**config.mk**
```make
export PLATFORM = sky130hd
export DESIGN_NAME = sra_aligner
export DESIGN_NICKNAME = d
export VERILOG_FILES = /design/src/sra_pkg.sv /design/src/sra_aligner.sv
export SDC_FILE = /design/constraint.sdc
export NUM_CORES = 1
export LEC_CHECK = 0
export BUFFER_PORTS_ARGS = -buffer_cell sky130_fd_sc_hd__buf_2
export CAP_MARGIN = 30
export CORE_MARGIN = 1
export CORE_UTILIZATION = 35
export CTS_BUF_LIST = sky130_fd_sc_hd__clkbuf_4 sky130_fd_sc_hd__clkbuf_8
export DETAILED_ROUTE_END_ITERATION = 12
export PLACE_DENSITY_LB_ADDON = 0.12
export SLEW_MARGIN = 20
export SYNTH_ARGS = -nofsm -noshare
export SYNTH_HDL_FRONTEND = slang
export SYNTH_SLANG_ARGS = --single-unit
```
**constraint.sdc**
```tcl
create_clock -name pclk -period 7 [get_ports pclk]
set_input_delay 0.7 -clock pclk [delete_from_list [all_inputs] [get_ports pclk]]
set_output_delay 0.7 -clock pclk [all_outputs]
set_load 0.02 [all_outputs]
```
**src/sra_pkg.sv**
```systemverilog
// constants and carrier types for the slice rate aligner
package sra_pkg;
  // slot geometry
  localparam int IN_SLOTS = 6;
  localparam logic [2:0] IN_SLOT_LAST = 3'h5;
  localparam logic [2:0] IN_SLOT_MID = 3'h3;
  localparam int OUT_SLOTS = 4;
  localparam int SLICE_W = 16;
  localparam int STAGE_W = 48;
  localparam int OUT_W = 24;
  // nominal times in ns
  localparam int T_IN_SLOT_NS = 22;
  localparam int T_OUT_SLOT_NS = 33;
  localparam int T_PERIOD_NS = 132;
  localparam int T_HOLD_A_NS = 66;
  localparam int T_B_SHIFT_NS = 60;
  localparam int CLK_PERIOD_NS = 20;
  // hold of staging A in pclk cycles, rounded down
  localparam int HOLD_A_CYC = T_HOLD_A_NS / CLK_PERIOD_NS;
  // apb map, byte addresses
  localparam logic [7:0] ADDR_CTRL = 8'h00;
  localparam logic [7:0] ADDR_STATUS = 8'h04;
  localparam int CTRL_RUN_CLR_BIT = 0;
  localparam int ST_RUN_BIT = 0;
  localparam int ST_BEAM_ERR_BIT = 1;
  localparam int ST_WORD_ERR_BIT = 2;
  localparam logic [2:0] RST_SLOT = 3'h5;
  localparam logic [1:0] RST_OSLOT = 2'h3;

  typedef struct packed {
    logic beam0;
    logic word0;
    logic [SLICE_W-1:0] data;
  } sra_slice_s;

  typedef struct packed {
    logic err;
    logic word0;
    logic beam0;
    logic [OUT_W-1:0] data;
  } sra_out_s;

  typedef struct packed {
    logic err;
    logic prompt;
    logic beam0;
    logic [STAGE_W-1:0] data;
  } sra_stage_s;
endpackage

```
**src/sra_aligner.sv**
```systemverilog
// slice rate aligner: six 16-bit cable slices to four 24-bit board slices
`timescale 1ns/100ps
`default_nettype none
// Function
// RULE1: cable slices captured on each edge of the regenerated strobe clock; the code captures on rising edges only
// RULE2: captured slice registered a second time before steering
// RULE3: three slot selects from frame-first, each high in two of six slots
// RULE4: frame-first slice is slot 0 into holding 0, next two into 1 and 2
// RULE5: slot 3 moves holding registers into staging A, slices 4-6 follow
// RULE6: next slot 0 moves slices four to six into staging A
// RULE7: staging A copied into B on the 33ns clock before overwrite
// RULE8: B load phase must stay within about 60ns of A hold window
// RULE9: B split into two 24-bit halves chosen by mux select
// RULE10: even window high in output slots 0 and 2, slot 0 from clocks
// RULE11: mux select is a registered copy of the even window
// RULE12: data, markers, error and run registered on 33ns clock to pins
// RULE13: run flag set on first bunch-zero marker and kept
// RULE14: outgoing frame-first high in both prompt slots, low in delay slots
// RULE15: error when bunch-zero not on all of six consecutive slots
// RULE16: error when frame-first appears more than once in six slots
// RULE17: error flag travels aligned with its data slices
// RULE18: separate bunch-zero and frame-first error pins for board register
// RULE19: output order prompt 0-23, 24-47, delay 0-23, 24-47 with markers
// RULE20: no response to the board global reset pulse
// RULE21: source sends prompt then delay slices, frame-first on first only
// RULE22: source marks all six slices of a bunch-zero period
// RULE23: mux select high passes low half of B, low passes high half
// RULE24: run flag cleared only by local reset or reconfiguration; the code also clears it on an apb write of control bit 0
module sra_aligner (
  input wire logic pclk, // 50 MHz system clock
  input wire logic presetn, // local async reset, active low
  input wire logic psel, // apb select
  input wire logic penable, // apb enable
  input wire logic pwrite, // apb direction
  input wire logic [7:0] paddr, // apb byte address
  input wire logic [31:0] pwdata, // apb write data
  output logic [31:0] prdata, // apb read data
  output logic pready, // apb ready
  output logic pslverr, // apb error, unmapped address
  input wire logic lnk_clk, // regenerated strobe clock pin
  input wire logic [15:0] cab_data, // cable slice pins
  input wire logic cab_word0, // frame-first marker pin
  input wire logic cab_beam0, // bunch-zero marker pin
  input wire logic clk33, // board 33ns clock pin
  input wire logic clk66, // board 66ns clock pin
  input wire logic clk132, // board 132ns clock, board_main_clock
  output sra_pkg::sra_out_s out_slice, // aligned slice and markers
  output logic out_run, // run flag to finder
  output logic beam0_err, // bunch-zero error pin
  output logic word0_err // frame-first error pin
);

  function automatic logic [2:0] ones6(input logic [5:0] v);
    ones6 = 3'h0;
    for (int i = 0; i < 6; i++) begin
      ones6 = ones6 + {2'h0, v[i]};
    end
  endfunction

  function automatic logic [2:0] slot_next(input logic [2:0] s);
    slot_next = (s == sra_pkg::IN_SLOT_LAST) ? 3'h0 : s + 3'h1;
  endfunction

  // pin synchronisers: four clock pins, two markers, sixteen data bits
  // all pins pass two flops; clock pins are sampled, not used as clocks
  logic [21:0] pin_m;
  logic [21:0] pin_s;
  logic [3:0] edge_d;
  always_ff @(posedge pclk or negedge presetn) begin
    if (!presetn) begin
      pin_m <= 22'h0;
      pin_s <= 22'h0;
    end else begin
      pin_m <= {clk132, clk66, clk33, lnk_clk, cab_beam0, cab_word0,
                cab_data};
      pin_s <= pin_m;
    end
  end
  always_ff @(posedge pclk or negedge presetn) begin
    if (!presetn) begin
      edge_d <= 4'h0;
    end else begin
      edge_d <= pin_s[21:18];
    end
  end

  wire sra_pkg::sra_slice_s pin_slice = pin_s[17:0];
  // data and markers move with the strobe through the same two flops
  wire lnk_rise = pin_s[18] & ~edge_d[0];
  wire c33_rise = pin_s[19] & ~edge_d[1];
  wire c66_s = pin_s[20];
  wire c132_s = pin_s[21];

  // input domain: capture and second register
  sra_pkg::sra_slice_s cap;
  sra_pkg::sra_slice_s cap2;
  always_ff @(posedge pclk or negedge presetn) begin
    if (!presetn) begin
      cap <= '0;
      cap2 <= '0;
    end else if (lnk_rise) begin
      cap <= pin_slice; // [RULE1]
      cap2 <= cap; // [RULE2]
    end
  end

  // slot tracking and time selects
  logic [2:0] slot;
  wire [2:0] cur_slot = cap2.word0 ? 3'h0 : slot_next(slot); // [RULE3]
  wire [2:0] tsel;
  assign tsel[0] = (cur_slot == 3'h0) || (cur_slot == 3'h3); // [RULE3]
  assign tsel[1] = (cur_slot == 3'h1) || (cur_slot == 3'h4); // [RULE3]
  assign tsel[2] = (cur_slot == 3'h2) || (cur_slot == 3'h5); // [RULE3]
  wire a_load = tsel[0];

  logic [15:0] hold [3];
  logic [2:0] hold_b;
  logic [5:0] whist;
  logic [5:0] bhist;
  always_ff @(posedge pclk or negedge presetn) begin
    if (!presetn) begin
      slot <= sra_pkg::RST_SLOT;
      hold_b <= 3'h0;
      whist <= 6'h0;
      bhist <= 6'h0;
      for (int i = 0; i < 3; i++) begin
        hold[i] <= 16'h0;
      end
    end else if (lnk_rise) begin
      slot <= cur_slot;
      whist <= {whist[4:0], cap2.word0};
      bhist <= {bhist[4:0], cap2.beam0};
      for (int i = 0; i < 3; i++) begin
        if (tsel[i]) begin
          hold[i] <= cap2.data; // [RULE4] [RULE5]
          hold_b[i] <= cap2.beam0;
        end
      end
    end
  end

  // marker checks over the last six input slots
  wire word_bad = ones6(whist) > 3'h1; // [RULE16]
  wire beam_bad = (|bhist) & ~(&bhist); // [RULE15]

  // staging A, loaded in slots 3 and 0
  sra_pkg::sra_stage_s stg_a;
  always_ff @(posedge pclk or negedge presetn) begin
    if (!presetn) begin
      stg_a <= '0;
    end else if (lnk_rise && a_load) begin
      stg_a.data <= {hold[2], hold[1], hold[0]}; // [RULE5] [RULE6]
      stg_a.prompt <= (cur_slot == sra_pkg::IN_SLOT_MID);
      stg_a.beam0 <= |hold_b;
      stg_a.err <= word_bad | beam_bad; // [RULE17]
    end
  end

  // output side: slot from the phase of the board clocks
  logic [1:0] oslot;
  wire [1:0] cur_oslot = (c66_s & c132_s) ? 2'h0 : oslot + 2'h1; // [RULE10]
  logic even_win;
  logic mux_sel;
  sra_pkg::sra_stage_s stg_b;
  always_ff @(posedge pclk or negedge presetn) begin
    if (!presetn) begin
      oslot <= sra_pkg::RST_OSLOT;
      even_win <= 1'b0;
      mux_sel <= 1'b0;
    end else if (c33_rise) begin
      oslot <= cur_oslot;
      even_win <= ~cur_oslot[0]; // [RULE10]
      mux_sel <= even_win; // [RULE11]
    end
  end

  // B loads one 33ns edge after the even window opens, within A's hold
  always_ff @(posedge pclk or negedge presetn) begin
    if (!presetn) begin
      stg_b <= '0;
    end else if (c33_rise && even_win) begin
      stg_b <= stg_a; // [RULE7] [RULE8]
    end
  end

  wire [23:0] half_sel = mux_sel ? stg_b.data[23:0]
                                 : stg_b.data[47:24]; // [RULE9] [RULE23]

  // run flag, sticky until local reset or software clear
  logic run;
  wire run_clr;
  always_ff @(posedge pclk or negedge presetn) begin
    if (!presetn) begin
      run <= 1'b0;
    end else if (lnk_rise && cap2.beam0) begin
      run <= 1'b1; // [RULE13]
    end else if (run_clr) begin
      run <= 1'b0; // [RULE24]
    end
  end

  // output register on the 33ns edge, presetn is the only reset [RULE20]
  always_ff @(posedge pclk or negedge presetn) begin
    if (!presetn) begin
      out_slice <= '0;
      out_run <= 1'b0;
      beam0_err <= 1'b0;
      word0_err <= 1'b0;
    end else if (c33_rise) begin
      out_slice.data <= half_sel; // [RULE12] [RULE19]
      out_slice.word0 <= stg_b.prompt; // [RULE14]
      out_slice.beam0 <= stg_b.beam0;
      out_slice.err <= stg_b.err; // [RULE17]
      out_run <= run; // [RULE12]
      beam0_err <= beam_bad; // [RULE18]
      word0_err <= word_bad; // [RULE18]
    end
  end

  // apb slave, zero wait states
  wire setup = psel & ~penable;
  wire hit_ctrl = paddr == sra_pkg::ADDR_CTRL;
  wire hit_stat = paddr == sra_pkg::ADDR_STATUS;
  wire [31:0] stat_word = {29'h0, word0_err, beam0_err, run};
  assign run_clr = psel & penable & pwrite & hit_ctrl &
                   pwdata[sra_pkg::CTRL_RUN_CLR_BIT]; // [RULE24]
  assign pready = 1'b1;
  assign pslverr = psel & penable & ~(hit_ctrl | hit_stat);
  always_ff @(posedge pclk or negedge presetn) begin
    if (!presetn) begin
      prdata <= 32'h0;
    end else if (setup) begin
      prdata <= (hit_stat && !pwrite) ? stat_word : 32'h0;
    end
  end

  // checks on the input side, one strobe edge at a time
  a_cap_edge: assert property ( // [RULE1]
    @(posedge pclk) disable iff (!presetn)
    lnk_rise |=> cap == $past(pin_slice))
    else $error("cable slice not captured on strobe edge");

  a_cap_twice: assert property ( // [RULE2]
    @(posedge pclk) disable iff (!presetn)
    lnk_rise |=> cap2 == $past(cap))
    else $error("second cable register did not follow capture");

  a_sel_count: assert property ( // [RULE3]
    @(posedge pclk) disable iff (!presetn)
    $onehot(tsel))
    else $error("slot selects not one-hot");

  a_sel_zero: assert property ( // [RULE3]
    @(posedge pclk) disable iff (!presetn)
    lnk_rise && cap2.word0 |-> tsel[0] && cur_slot == 3'h0)
    else $error("select 0 not aligned to frame-first");

  a_slot_step: assert property ( // [RULE3]
    @(posedge pclk) disable iff (!presetn)
    lnk_rise && !cap2.word0 |=> slot == slot_next($past(slot)))
    else $error("input slot did not advance");

  a_hold_zero: assert property ( // [RULE4]
    @(posedge pclk) disable iff (!presetn)
    lnk_rise && cap2.word0 |=> hold[0] == $past(cap2.data))
    else $error("frame-first slice not in holding 0");

  a_hold_next: assert property ( // [RULE4]
    @(posedge pclk) disable iff (!presetn)
    lnk_rise && tsel[1] |=> hold[1] == $past(cap2.data))
    else $error("slice not in holding 1");

  a_stage_load: assert property ( // [RULE5]
    @(posedge pclk) disable iff (!presetn)
    lnk_rise && cur_slot == 3'h3 |=> stg_a.prompt &&
      stg_a.data == {$past(hold[2]), $past(hold[1]), $past(hold[0])})
    else $error("staging A not loaded in slot 3");

  a_stage_late: assert property ( // [RULE6]
    @(posedge pclk) disable iff (!presetn)
    lnk_rise && cur_slot == 3'h0 |=> !stg_a.prompt &&
      stg_a.data == {$past(hold[2]), $past(hold[1]), $past(hold[0])})
    else $error("staging A not loaded in slot 0");

  // checks on the output side, one 33ns edge at a time
  a_b_copy: assert property ( // [RULE7]
    @(posedge pclk) disable iff (!presetn)
    c33_rise && even_win |=> stg_b == $past(stg_a))
    else $error("staging B did not copy A");

  a_b_hold: assert property ( // [RULE8]
    @(posedge pclk) disable iff (!presetn)
    !(c33_rise && even_win) |=> $stable(stg_b))
    else $error("staging B loaded outside its window");

  a_even_win: assert property ( // [RULE10]
    @(posedge pclk) disable iff (!presetn)
    c33_rise && c66_s && c132_s |=> even_win ##1 !c33_rise [*1])
    else $error("even window not opened in slot 0");

  a_even_alt: assert property ( // [RULE10]
    @(posedge pclk) disable iff (!presetn)
    c33_rise |=> even_win == !$past(cur_oslot[0]))
    else $error("even window not high in even slots");

  a_mux_copy: assert property ( // [RULE11]
    @(posedge pclk) disable iff (!presetn)
    c33_rise |=> mux_sel == $past(even_win))
    else $error("mux select not a copy of even window");

  a_low_half: assert property ( // [RULE23]
    @(posedge pclk) disable iff (!presetn)
    c33_rise && mux_sel |=> out_slice.data == $past(stg_b.data[23:0]))
    else $error("mux select high did not pass low half");

  a_high_half: assert property ( // [RULE9]
    @(posedge pclk) disable iff (!presetn)
    c33_rise && !mux_sel |=> out_slice.data == $past(stg_b.data[47:24]))
    else $error("mux select low did not pass high half");

  a_out_run: assert property ( // [RULE12]
    @(posedge pclk) disable iff (!presetn)
    c33_rise |=> out_run == $past(run))
    else $error("run pin not registered copy of run flag");

  a_out_hold: assert property ( // [RULE12]
    @(posedge pclk) disable iff (!presetn)
    !c33_rise |=> $stable(out_slice) && $stable(out_run))
    else $error("output pins moved between 33ns edges");

  a_word0_out: assert property ( // [RULE14]
    @(posedge pclk) disable iff (!presetn)
    c33_rise |=> out_slice.word0 == $past(stg_b.prompt))
    else $error("outgoing frame-first not from prompt image");

  a_err_travel: assert property ( // [RULE17]
    @(posedge pclk) disable iff (!presetn)
    c33_rise |=> out_slice.err == $past(stg_b.err))
    else $error("error flag not carried with its slice");

  // run flag and marker errors
  a_run_set: assert property ( // [RULE13]
    @(posedge pclk) disable iff (!presetn)
    lnk_rise && cap2.beam0 |=> run)
    else $error("run flag not set on bunch-zero");

  a_run_sticky: assert property ( // [RULE13]
    @(posedge pclk) disable iff (!presetn)
    run && !run_clr |=> run)
    else $error("run flag dropped without clear");

  a_run_clear: assert property ( // [RULE24]
    @(posedge pclk) disable iff (!presetn)
    run_clr && !(lnk_rise && cap2.beam0) |=> !run)
    else $error("run flag not cleared by software");

  a_word_err: assert property ( // [RULE16]
    @(posedge pclk) disable iff (!presetn)
    c33_rise && ones6(whist) > 3'h1 |=> word0_err)
    else $error("double frame-first not flagged");

  a_beam_err: assert property ( // [RULE15]
    @(posedge pclk) disable iff (!presetn)
    c33_rise && (|bhist) && !(&bhist) |=> beam0_err)
    else $error("partial bunch-zero not flagged");

  a_err_pins: assert property ( // [RULE18]
    @(posedge pclk) disable iff (!presetn)
    c33_rise |=> beam0_err == $past(beam_bad) &&
      word0_err == $past(word_bad))
    else $error("error pins not registered from marker checks");
endmodule
`default_nettype wire

```
==> results of run 1 <==
==> cell type report <==
class	count	area, um^2	area share [%]
sequential	287	7186	56.78
multi-input combinational	470	3346	26.44
clock buffer	86	1015	8.018
timing repair buffer	82	558.0	4.409
tap	396	495.5	3.915
clock inverter	2	35.03	0.2768
inverter	5	18.77	0.1483
antenna	1	2.502	0.01977
==> layer usage <==
metal  part of all wire (%)  wire, um  GRT usage, %
met3                    4.8       948         2.899
met4                    2.5       503         4.520
met5                      0         0             0
met2                     43      8621         20.22
met1                     49      9793         18.97
==> layout by cell type, fill, tap and decap left out, types with 2 or more instances in the layout <==
master,instances
sky130_fd_sc_hd__fa_1,3
sky130_fd_sc_hd__buf_4,7
sky130_fd_sc_hd__mux2i_1,24
sky130_fd_sc_hd__nand4_1,2
sky130_fd_sc_hd__conb_1,30
sky130_fd_sc_hd__nor4_1,2
sky130_fd_sc_hd__inv_1,5
sky130_fd_sc_hd__a21oi_1,3
sky130_fd_sc_hd__buf_16,4
sky130_fd_sc_hd__nand2b_1,2
sky130_fd_sc_hd__a22o_1,3
sky130_fd_sc_hd__mux2_4,10
sky130_fd_sc_hd__dfrtp_1,284
sky130_fd_sc_hd__buf_2,68
sky130_fd_sc_hd__mux2_1,29
sky130_fd_sc_hd__o21ai_0,29
sky130_fd_sc_hd__clkbuf_8,59
sky130_fd_sc_hd__nor2_1,4
sky130_fd_sc_hd__clkbuf_4,27
sky130_fd_sc_hd__dfstp_2,3
sky130_fd_sc_hd__nand2_1,187
sky130_fd_sc_hd__or3_1,2
sky130_fd_sc_hd__buf_12,2
sky130_fd_sc_hd__mux2_2,113
sky130_fd_sc_hd__nor2b_1,4
sky130_fd_sc_hd__a31oi_1,2
==> cells in the mapped netlist <==
master | count | area (um^2)
sky130_fd_sc_hd__a22o_1 | 3 | 26.28
sky130_fd_sc_hd__o22ai_1 | 1 | 6.260
sky130_fd_sc_hd__o31ai_1 | 1 | 7.510
sky130_fd_sc_hd__mux2_4 | 10 | 150.1
sky130_fd_sc_hd__nor2b_1 | 5 | 31.28
sky130_fd_sc_hd__o21ai_0 | 29 | 145.1
sky130_fd_sc_hd__nand2_1 | 188 | 705.7
sky130_fd_sc_hd__dfstp_2 | 3 | 78.83
sky130_fd_sc_hd__nor4_1 | 2 | 12.51
sky130_fd_sc_hd__a2111oi_0 | 1 | 8.760
sky130_fd_sc_hd__buf_6 | 6 | 67.56
sky130_fd_sc_hd__nor4b_1 | 1 | 8.760
sky130_fd_sc_hd__a2bb2o_1 | 1 | 10.01
sky130_fd_sc_hd__buf_2 | 14 | 70.07
sky130_fd_sc_hd__conb_1 | 2 | 7.510
sky130_fd_sc_hd__o211a_1 | 1 | 10.01
sky130_fd_sc_hd__or3_1 | 2 | 12.51
sky130_fd_sc_hd__a2bb2oi_1 | 1 | 8.760
sky130_fd_sc_hd__or4_1 | 1 | 7.510
sky130_fd_sc_hd__nand2b_1 | 3 | 18.77
sky130_fd_sc_hd__nand3_1 | 1 | 5.000
sky130_fd_sc_hd__or4_4 | 1 | 11.26
sky130_fd_sc_hd__a21oi_1 | 3 | 15.01
sky130_fd_sc_hd__a21oi_2 | 1 | 8.760
sky130_fd_sc_hd__nor3b_1 | 1 | 7.510
sky130_fd_sc_hd__a31oi_1 | 2 | 12.51
sky130_fd_sc_hd__mux2i_1 | 24 | 240.2
sky130_fd_sc_hd__mux2_2 | 113 | 1272
sky130_fd_sc_hd__clkbuf_1 | 19 | 71.32
sky130_fd_sc_hd__nor2_1 | 4 | 15.01
sky130_fd_sc_hd__o21ai_2 | 1 | 8.760
sky130_fd_sc_hd__or3b_1 | 1 | 8.760
sky130_fd_sc_hd__nand2b_4 | 1 | 13.76
sky130_fd_sc_hd__inv_1 | 5 | 18.77
sky130_fd_sc_hd__mux2_1 | 29 | 326.6
sky130_fd_sc_hd__o21a_1 | 1 | 7.510
sky130_fd_sc_hd__dfrtp_1 | 284 | 7107
sky130_fd_sc_hd__xor2_1 | 1 | 8.760
sky130_fd_sc_hd__fa_1 | 3 | 60.06
sky130_fd_sc_hd__o41ai_1 | 1 | 8.760
sky130_fd_sc_hd__buf_4 | 31 | 232.7
sky130_fd_sc_hd__nand4_1 | 2 | 12.51
==> worst max-delay path by stage <==
| stage | to | slack (ns) | depth (start not counted) |
|---|---|---|---|
| after floorplan | stg_a[50] | 4.47 | 7 |
| after global placement | stg_a[50] | 4.30 | 7 |
| after detailed placement | stg_a[50] | 4.28 | 7 |
| after CTS | stg_a[50] | 4.21 | 7 |
| after global routing | stg_a[50] | 4.13 | 7 |
| final | stg_a[50] | 4.21 | 7 |
==> sequential cells by signal, indices dropped and copies added, names as in the netlist <==
name and count:
beam0_err 1, bhist 6, cap 18, cap2 18, edge_d 2, even_win 1, hold 48, hold_b 3
mux_sel 1, oslot 1, out_run 1, out_slice 27, pin_m 22, pin_s 22, prdata 3, run 1
slot 3, stg_a 51, stg_b 51, whist 6, word0_err 1
==> cells by family after synthesis <==
group | share of synthesized area, %
AOI/OAI and AO/OA | 2.614
xor gates and xnor gates | 0.08061
adders and majority gates | 0.5527
buffers and inverters | 4.237
DFF | 66.13
muxes | 18.31
other | 0.06911
and+or+nand+nor | 8.014
==> worst max-delay path: cells and delay by family, from the launching register on <==
family | cells | cell delay, ns
adder cells (fa/ha/maj) | 3 | 1.44
AO/OA/AOI/OAI | 2 | 0.60
flip-flops | 1 | 0.42
AND/OR/NAND/NOR | 1 | 0.16
buffers and inverters | 1 | 0.05
==> per-stage QoR <==
stage	hold WS, ns	power, mW	std cells	cell area [um^2]	setup slack (ns)
2_1_floorplan	0.3312	3.159	832	10970	4.472
3_3_place_gp	0.3340	3.445	1234	11450	4.296
3_5_place_dp	0.3347	3.483	1236	11500	4.281
4_1_cts	0.08593	5.104	1324	12550	4.205
5_1_grt	0.1059	5.351	1328	12650	4.128
6_report	0.09551	5.009	1329	12660	4.210
==> power by group <==
part           internal, mW  switching [mW]  leakage (nW)  total (mW)
registers              2.19           0.284          3.62        2.47
clock network         0.937           0.637         0.566        1.57
logic                 0.503           0.460          2.11       0.964
total                  3.63            1.38          6.30        5.01
==> results.json, run 1 <==
{
  "insertion_delay_ns": 0.55,
  "routed_via_density": 4.485,
  "critical_path_peak_fanout": 3,
  "tns_ns": 0,
  "postCtsResizedCells": 0,
  "outcome": "complete, no violations",
  "ys_seq_area_share_pct": 66.13,
  "maximum_number_of_pins_on_one_net_before_global_route_repair": 74,
  "hold_buffers": 0,
  "max-clock-path-buffers": 3,
  "critical_path_startpoint": "whist[0]",
  "maxSlewHeadroom_pct": 47.63,
  "synth.distinct_cells": 42,
  "setup.worst_path.end_class": "flop",
  "numClockSinks": 287,
  "leakagePower_nw": 6.303,
  "post_synth_inst_count": 804,
  "route.vias.total": 5961,
  "core_area_mm2": 0.03059,
  "floorplan.die_area_mm2": 0.03176,
  "critical_path_class": "flop to flop",
  "number_of_setup_buffers_added_after_cts": 0,
  "number_of_placement_rows": 64,
  "hold_viol": 0,
  "cp_data_required_time_ns": 7.40,
  "type_of_the_most_critical_hold_path": "primary input to async pin",
  "max-cap-violations": 0,
  "overflow": 0,
  "postSynthAreaPerCell_um2": 13.52,
  "netlist_area_mm2": 0.01087,
  "fin_nets": 966,
  "area.growth.synth_to_final_pct": 16.47,
  "horizontal_die_dimension_um": 178.2,
  "layout.core_utilization_pct": 41.37,
  "antenna_violating_nets_post_route": 0,
  "post-route-period-util_pct": 39.86,
  "antenna_found_initial": 1,
  "cts_htree_levels": 2,
  "yosysWarnings": 0,
  "path_clk_slew_ns": 0.06,
  "worstMarginPinSlew_ns": 0.7856,
  "cts-root-buf": "sky130_fd_sc_hd__clkbuf_8",
  "start_util_pct": 35.52,
  "dp_hpwl_mm": 11.53,
  "die_h_um": 178.2,
  "critPathMaxStageDelay_ns": 0.54,
  "route.detailed.wl_per_inst_um": 14.95,
  "worstPathArrival_ns": 3.19,
  "grt.total_usage_pct": 13.37,
  "cts-buffers-inserted": 50,
  "number_of_setup_violations_in_the_final_report": 0,
  "reg2reg_slack_ns": 4.21,
  "slew_viol_final": 0,
  "max_frequency_ghz": 0.3584,
  "top_level_ports": 131,
  "crit-reg2reg-capture": "stg_a[50]",
  "port_buffers": 69,
  "finClkSkew_ns": 0.02289,
  "cp_slowest_cell": "sky130_fd_sc_hd__fa_1",
  "power_density_mw_per_mm2": 395.8,
  "worstSetupStartpointType": "flop",
  "layout_min_cycle_time_ns": 2.790,
  "cts_tree": "yes",
  "filler_cell_count": 2947,
  "crit_top_cell": "sky130_fd_sc_hd__fa_1",
  "wirelength_mm": 19.87,
  "r2r_cells": 7,
  "critical_r2r_launch": "whist[0]",
  "rsz0062_at_grt": "false",
  "final_layout_size_suffix_gt1_share_pct": 32.51,
  "max-vdd-ir-drop_v": 0.0001696,
  "grt_pass1_wl_mm": 33.23,
  "drt_iter0_markers": 277,
  "crit_chain": "fa_1 -> inv_1 -> fa_1 -> nor2b_1 -> fa_1 -> a2111oi_0 -> a2bb2oi_1",
  "yosys_register_bits": 287,
  "drcViolationCount": 0,
  "grt_pass1_vias": 6042,
  "dr.pass1.iters": 4,
  "gpl.final_weighted_congestion": 0.6721
}
(Power assumes the default switching activity.)
==> inputs of run 2 (changes only) <==
==> constraint.sdc (replaced) <==
create_clock -name pclk -period 2.5 [get_ports pclk]
set_input_delay 0.25 -clock pclk [delete_from_list [all_inputs] [get_ports pclk]]
set_output_delay 0.25 -clock pclk [all_outputs]
set_load 0.02 [all_outputs]
==> run 2 against run 1 <==
  * Total power increased to 2.8 times the previous value
  * Register-to-register slack worse by 4.2 ns
  * Clock power increased to 2.8 times the previous value
  * Via count grew 0.86%
  * Critical path depth unchanged
  * Non-clock buffer count increased by 30
  * Largest cell class unchanged
==> results.json, run 2 (synthesis gave the netlist of run 1 again) <==
{
  "cp_data_required_time_ns": 2.92,
  "critical_path_class": "flop to flop",
  "crit_chain": "fa_1 -> inv_1 -> fa_1 -> nor2b_2 -> fa_1 -> a2111oi_2 -> a2bb2oi_1",
  "tns_ns": 0,
  "share_clk_of_total_power_pct": 31.3,
  "hold_start": "psel",
  "area.growth.synth_to_final_pct": 19.16,
  "post_place_setup_slack_ns": 0.005775,
  "crit_family": "adder cells",
  "rsz0062_at_grt": "true",
  "cp_slowest_cell": "sky130_fd_sc_hd__fa_1",
  "dr.pass1.iters": 4,
  "wirelength_mm": 20.10,
  "power_density_mw_per_mm2": 1085,
  "path_clk_slew_ns": 0.06,
  "cts-root-buf": "sky130_fd_sc_hd__clkbuf_8",
  "maxSlewHeadroom_pct": 56.73,
  "routed_via_density": 4.424,
  "worstSetupStartpointType": "flop",
  "filler_cell_count": 2902,
  "fin_nets": 997,
  "largest_registers": "stg_a: 51 flops, stg_b: 51 flops, hold: 48 flops",
  "drcViolationCount": 0,
  "netSwitchingPower_mw": 3.894,
  "cts-buffers-inserted": 51,
  "start_util_pct": 35.52,
  "die_h_um": 178.2,
  "grt_pass1_vias": 6169,
  "post-route-period-util_pct": 98.71,
  "maximum_number_of_pins_on_one_net_before_global_route_repair": 80,
  "floorplan.die_area_mm2": 0.03176,
  "horizontal_die_dimension_um": 178.2,
  "switching_share_pct": 27.71,
  "route.vias.total": 6012,
  "overflow": 0,
  "mostFrequentLayoutCells": "284 x sky130_fd_sc_hd__dfrtp_1, 187 x sky130_fd_sc_hd__nand2_1, 113 x sky130_fd_sc_hd__mux2_2, 68 x sky130_fd_sc_hd__buf_2, 62 x sky130_fd_sc_hd__clkbuf_8",
  "critical_path_peak_fanout": 3,
  "hold_viol": 0,
  "r2r_cells": 7,
  "min_delay_path_depth": 3,
  "max_frequency_ghz": 0.4052,
  "port_buffers": 69,
  "setup_slack_ns": 0.03220,
  "cts_tree": "yes",
  "insertion_delay_ns": 0.55,
  "route.detailed.wl_per_inst_um": 14.79,
  "finClkSkew_ns": 0.01111,
  "gpl.final_weighted_congestion": 0.6966,
  "leakagePower_nw": 6.433,
  "worstHoldEndpoint": "prdata[0]",
  "internal_power_mw": 10.16,
  "drt_iter0_markers": 225,
  "layout.core_utilization_pct": 42.33,
  "setup.worst_path.end_class": "flop",
  "grt.total_usage_pct": 13.51,
  "p_comb_share_pct": 19.3,
  "critPathMaxStageDelay_ns": 0.54,
  "reg2reg_slack_ns": 0.03,
  "stdcell_count": 1359,
  "crit-reg2reg-capture": "stg_a[50]",
  "type_of_the_most_critical_hold_path": "primary input to flop",
  "cts_htree_levels": 2,
  "critical_r2r_launch": "whist[0]",
  "antenna_violating_nets_post_route": 0,
  "crit_top_cell": "sky130_fd_sc_hd__fa_1",
  "max-clock-path-buffers": 3,
  "max-cap-violations": 0,
  "seqPwrFrac_pct": 49.4,
  "final_layout_size_suffix_gt1_share_pct": 32.29,
  "slew_viol_final": 0,
  "antenna_found_initial": 0,
  "worstMarginPinSlew_ns": 0.6491,
  "max-vdd-ir-drop_v": 0.0003952,
  "worstPathArrival_ns": 2.89,
  "number_of_setup_violations_in_the_final_report": 0,
  "critical_path_buf_inv_count": 1,
  "number_of_placement_rows": 64,
  "dp_hpwl_mm": 11.98,
  "mostFrequentLayoutCell": "sky130_fd_sc_hd__dfrtp_1",
  "grt_pass1_wl_mm": 33.49,
  "outcome": "complete, no violations",
  "dp.cells": 1244,
  "core_area_mm2": 0.03059,
  "numClockSinks": 287,
  "top_level_ports": 131,
  "insertedDiodeCount": 0,
  "layout_min_cycle_time_ns": 2.468
}
run 2: changes by cell type in the layout (fill, tap and decap cells not counted), moves of 2 or more:
cell,previous run,this run
sky130_fd_sc_hd__clkbuf_4,27,25
sky130_fd_sc_hd__buf_4,7,10
sky130_fd_sc_hd__clkbuf_8,59,62
sky130_fd_sc_hd__buf_16,4,0
sky130_fd_sc_hd__dlygate4sd3_1,0,25
sky130_fd_sc_hd__buf_12,2,8
run 2: final cells by class:
type / count / area, um^2 / share of cell area (%)
clock buffer: 87 / 1041 / 8.039
timing repair buffer: 112 / 840.8 / 6.493
clock inverter: 2 / 12.51 / 0.09663
multi-input combinational: 470 / 3354 / 25.91
inverter: 5 / 18.77 / 0.1449
sequential: 287 / 7186 / 55.49
tap: 396 / 495.5 / 3.826
run 2: worst max-delay path by stage:
| stage | cells after the start | slack, ns | from | end |
|---|---|---|---|---|
| after global routing | 7 | -0.08 | whist[0] | stg_a[50] |
| after floorplan | 7 | 0.09 | whist[0] | stg_a[50] |
| after detailed placement | 7 | 0.006 | whist[0] | stg_a[50] |
| after global placement | 7 | 0.04 | whist[0] | stg_a[50] |
| final | 7 | 0.03 | whist[0] | stg_a[50] |
| after CTS | 7 | 0.02 | whist[0] | stg_a[50] |
run 2: power by group through the flow:
stage          clock (mW)  combinational (mW)  sequential, mW
4_1_cts              4.60                2.78            6.97
6_report             4.40                2.72            6.94
3_3_place_gp            0                2.69            7.01
2_1_floorplan           0                1.88            6.98
5_1_grt              4.81                3.04            7.16
3_5_place_dp            0                2.74            7.05
run 2: worst min-delay path: stages:
cell and delay (ns):
sky130_fd_sc_hd__buf_2 0.11, sky130_fd_sc_hd__nand2b_1 0.14, sky130_fd_sc_hd__a22o_1 0.15
run 2: what timing repair did:
item                                   in CTS  in global routing
endpoints found under the hold margin      93                  0
gates resized for setup                     0                  1
setup endpoints to repair                   1                  2
hold buffers                               25                  0
setup buffers                               0                  1
pin swaps                                   1                  0
run 2: through the flow:
stage / area (um^2) / total power, mW / hold slack, ns
final: 12950 / 14.05 / 0.1457
after CTS: 12940 / 14.35 / 0.08910
after global routing: 12950 / 15.01 / 0.1295
after detailed placement: 11630 / 9.790 / 0.3057
after global placement: 11610 / 9.697 / 0.3160
after floorplan: 10980 / 8.855 / -0.04559
run 2: metal layers:
metal  vias to the layer above  wire length (um)  global-route usage (%)
li1                       2881                 -                       -
met1                      2968             10050                   18.90
met2                       120              8764                   20.38
met3                        43               817                   3.026
met4                         0               467                   5.155
met5                         -                 0                       0
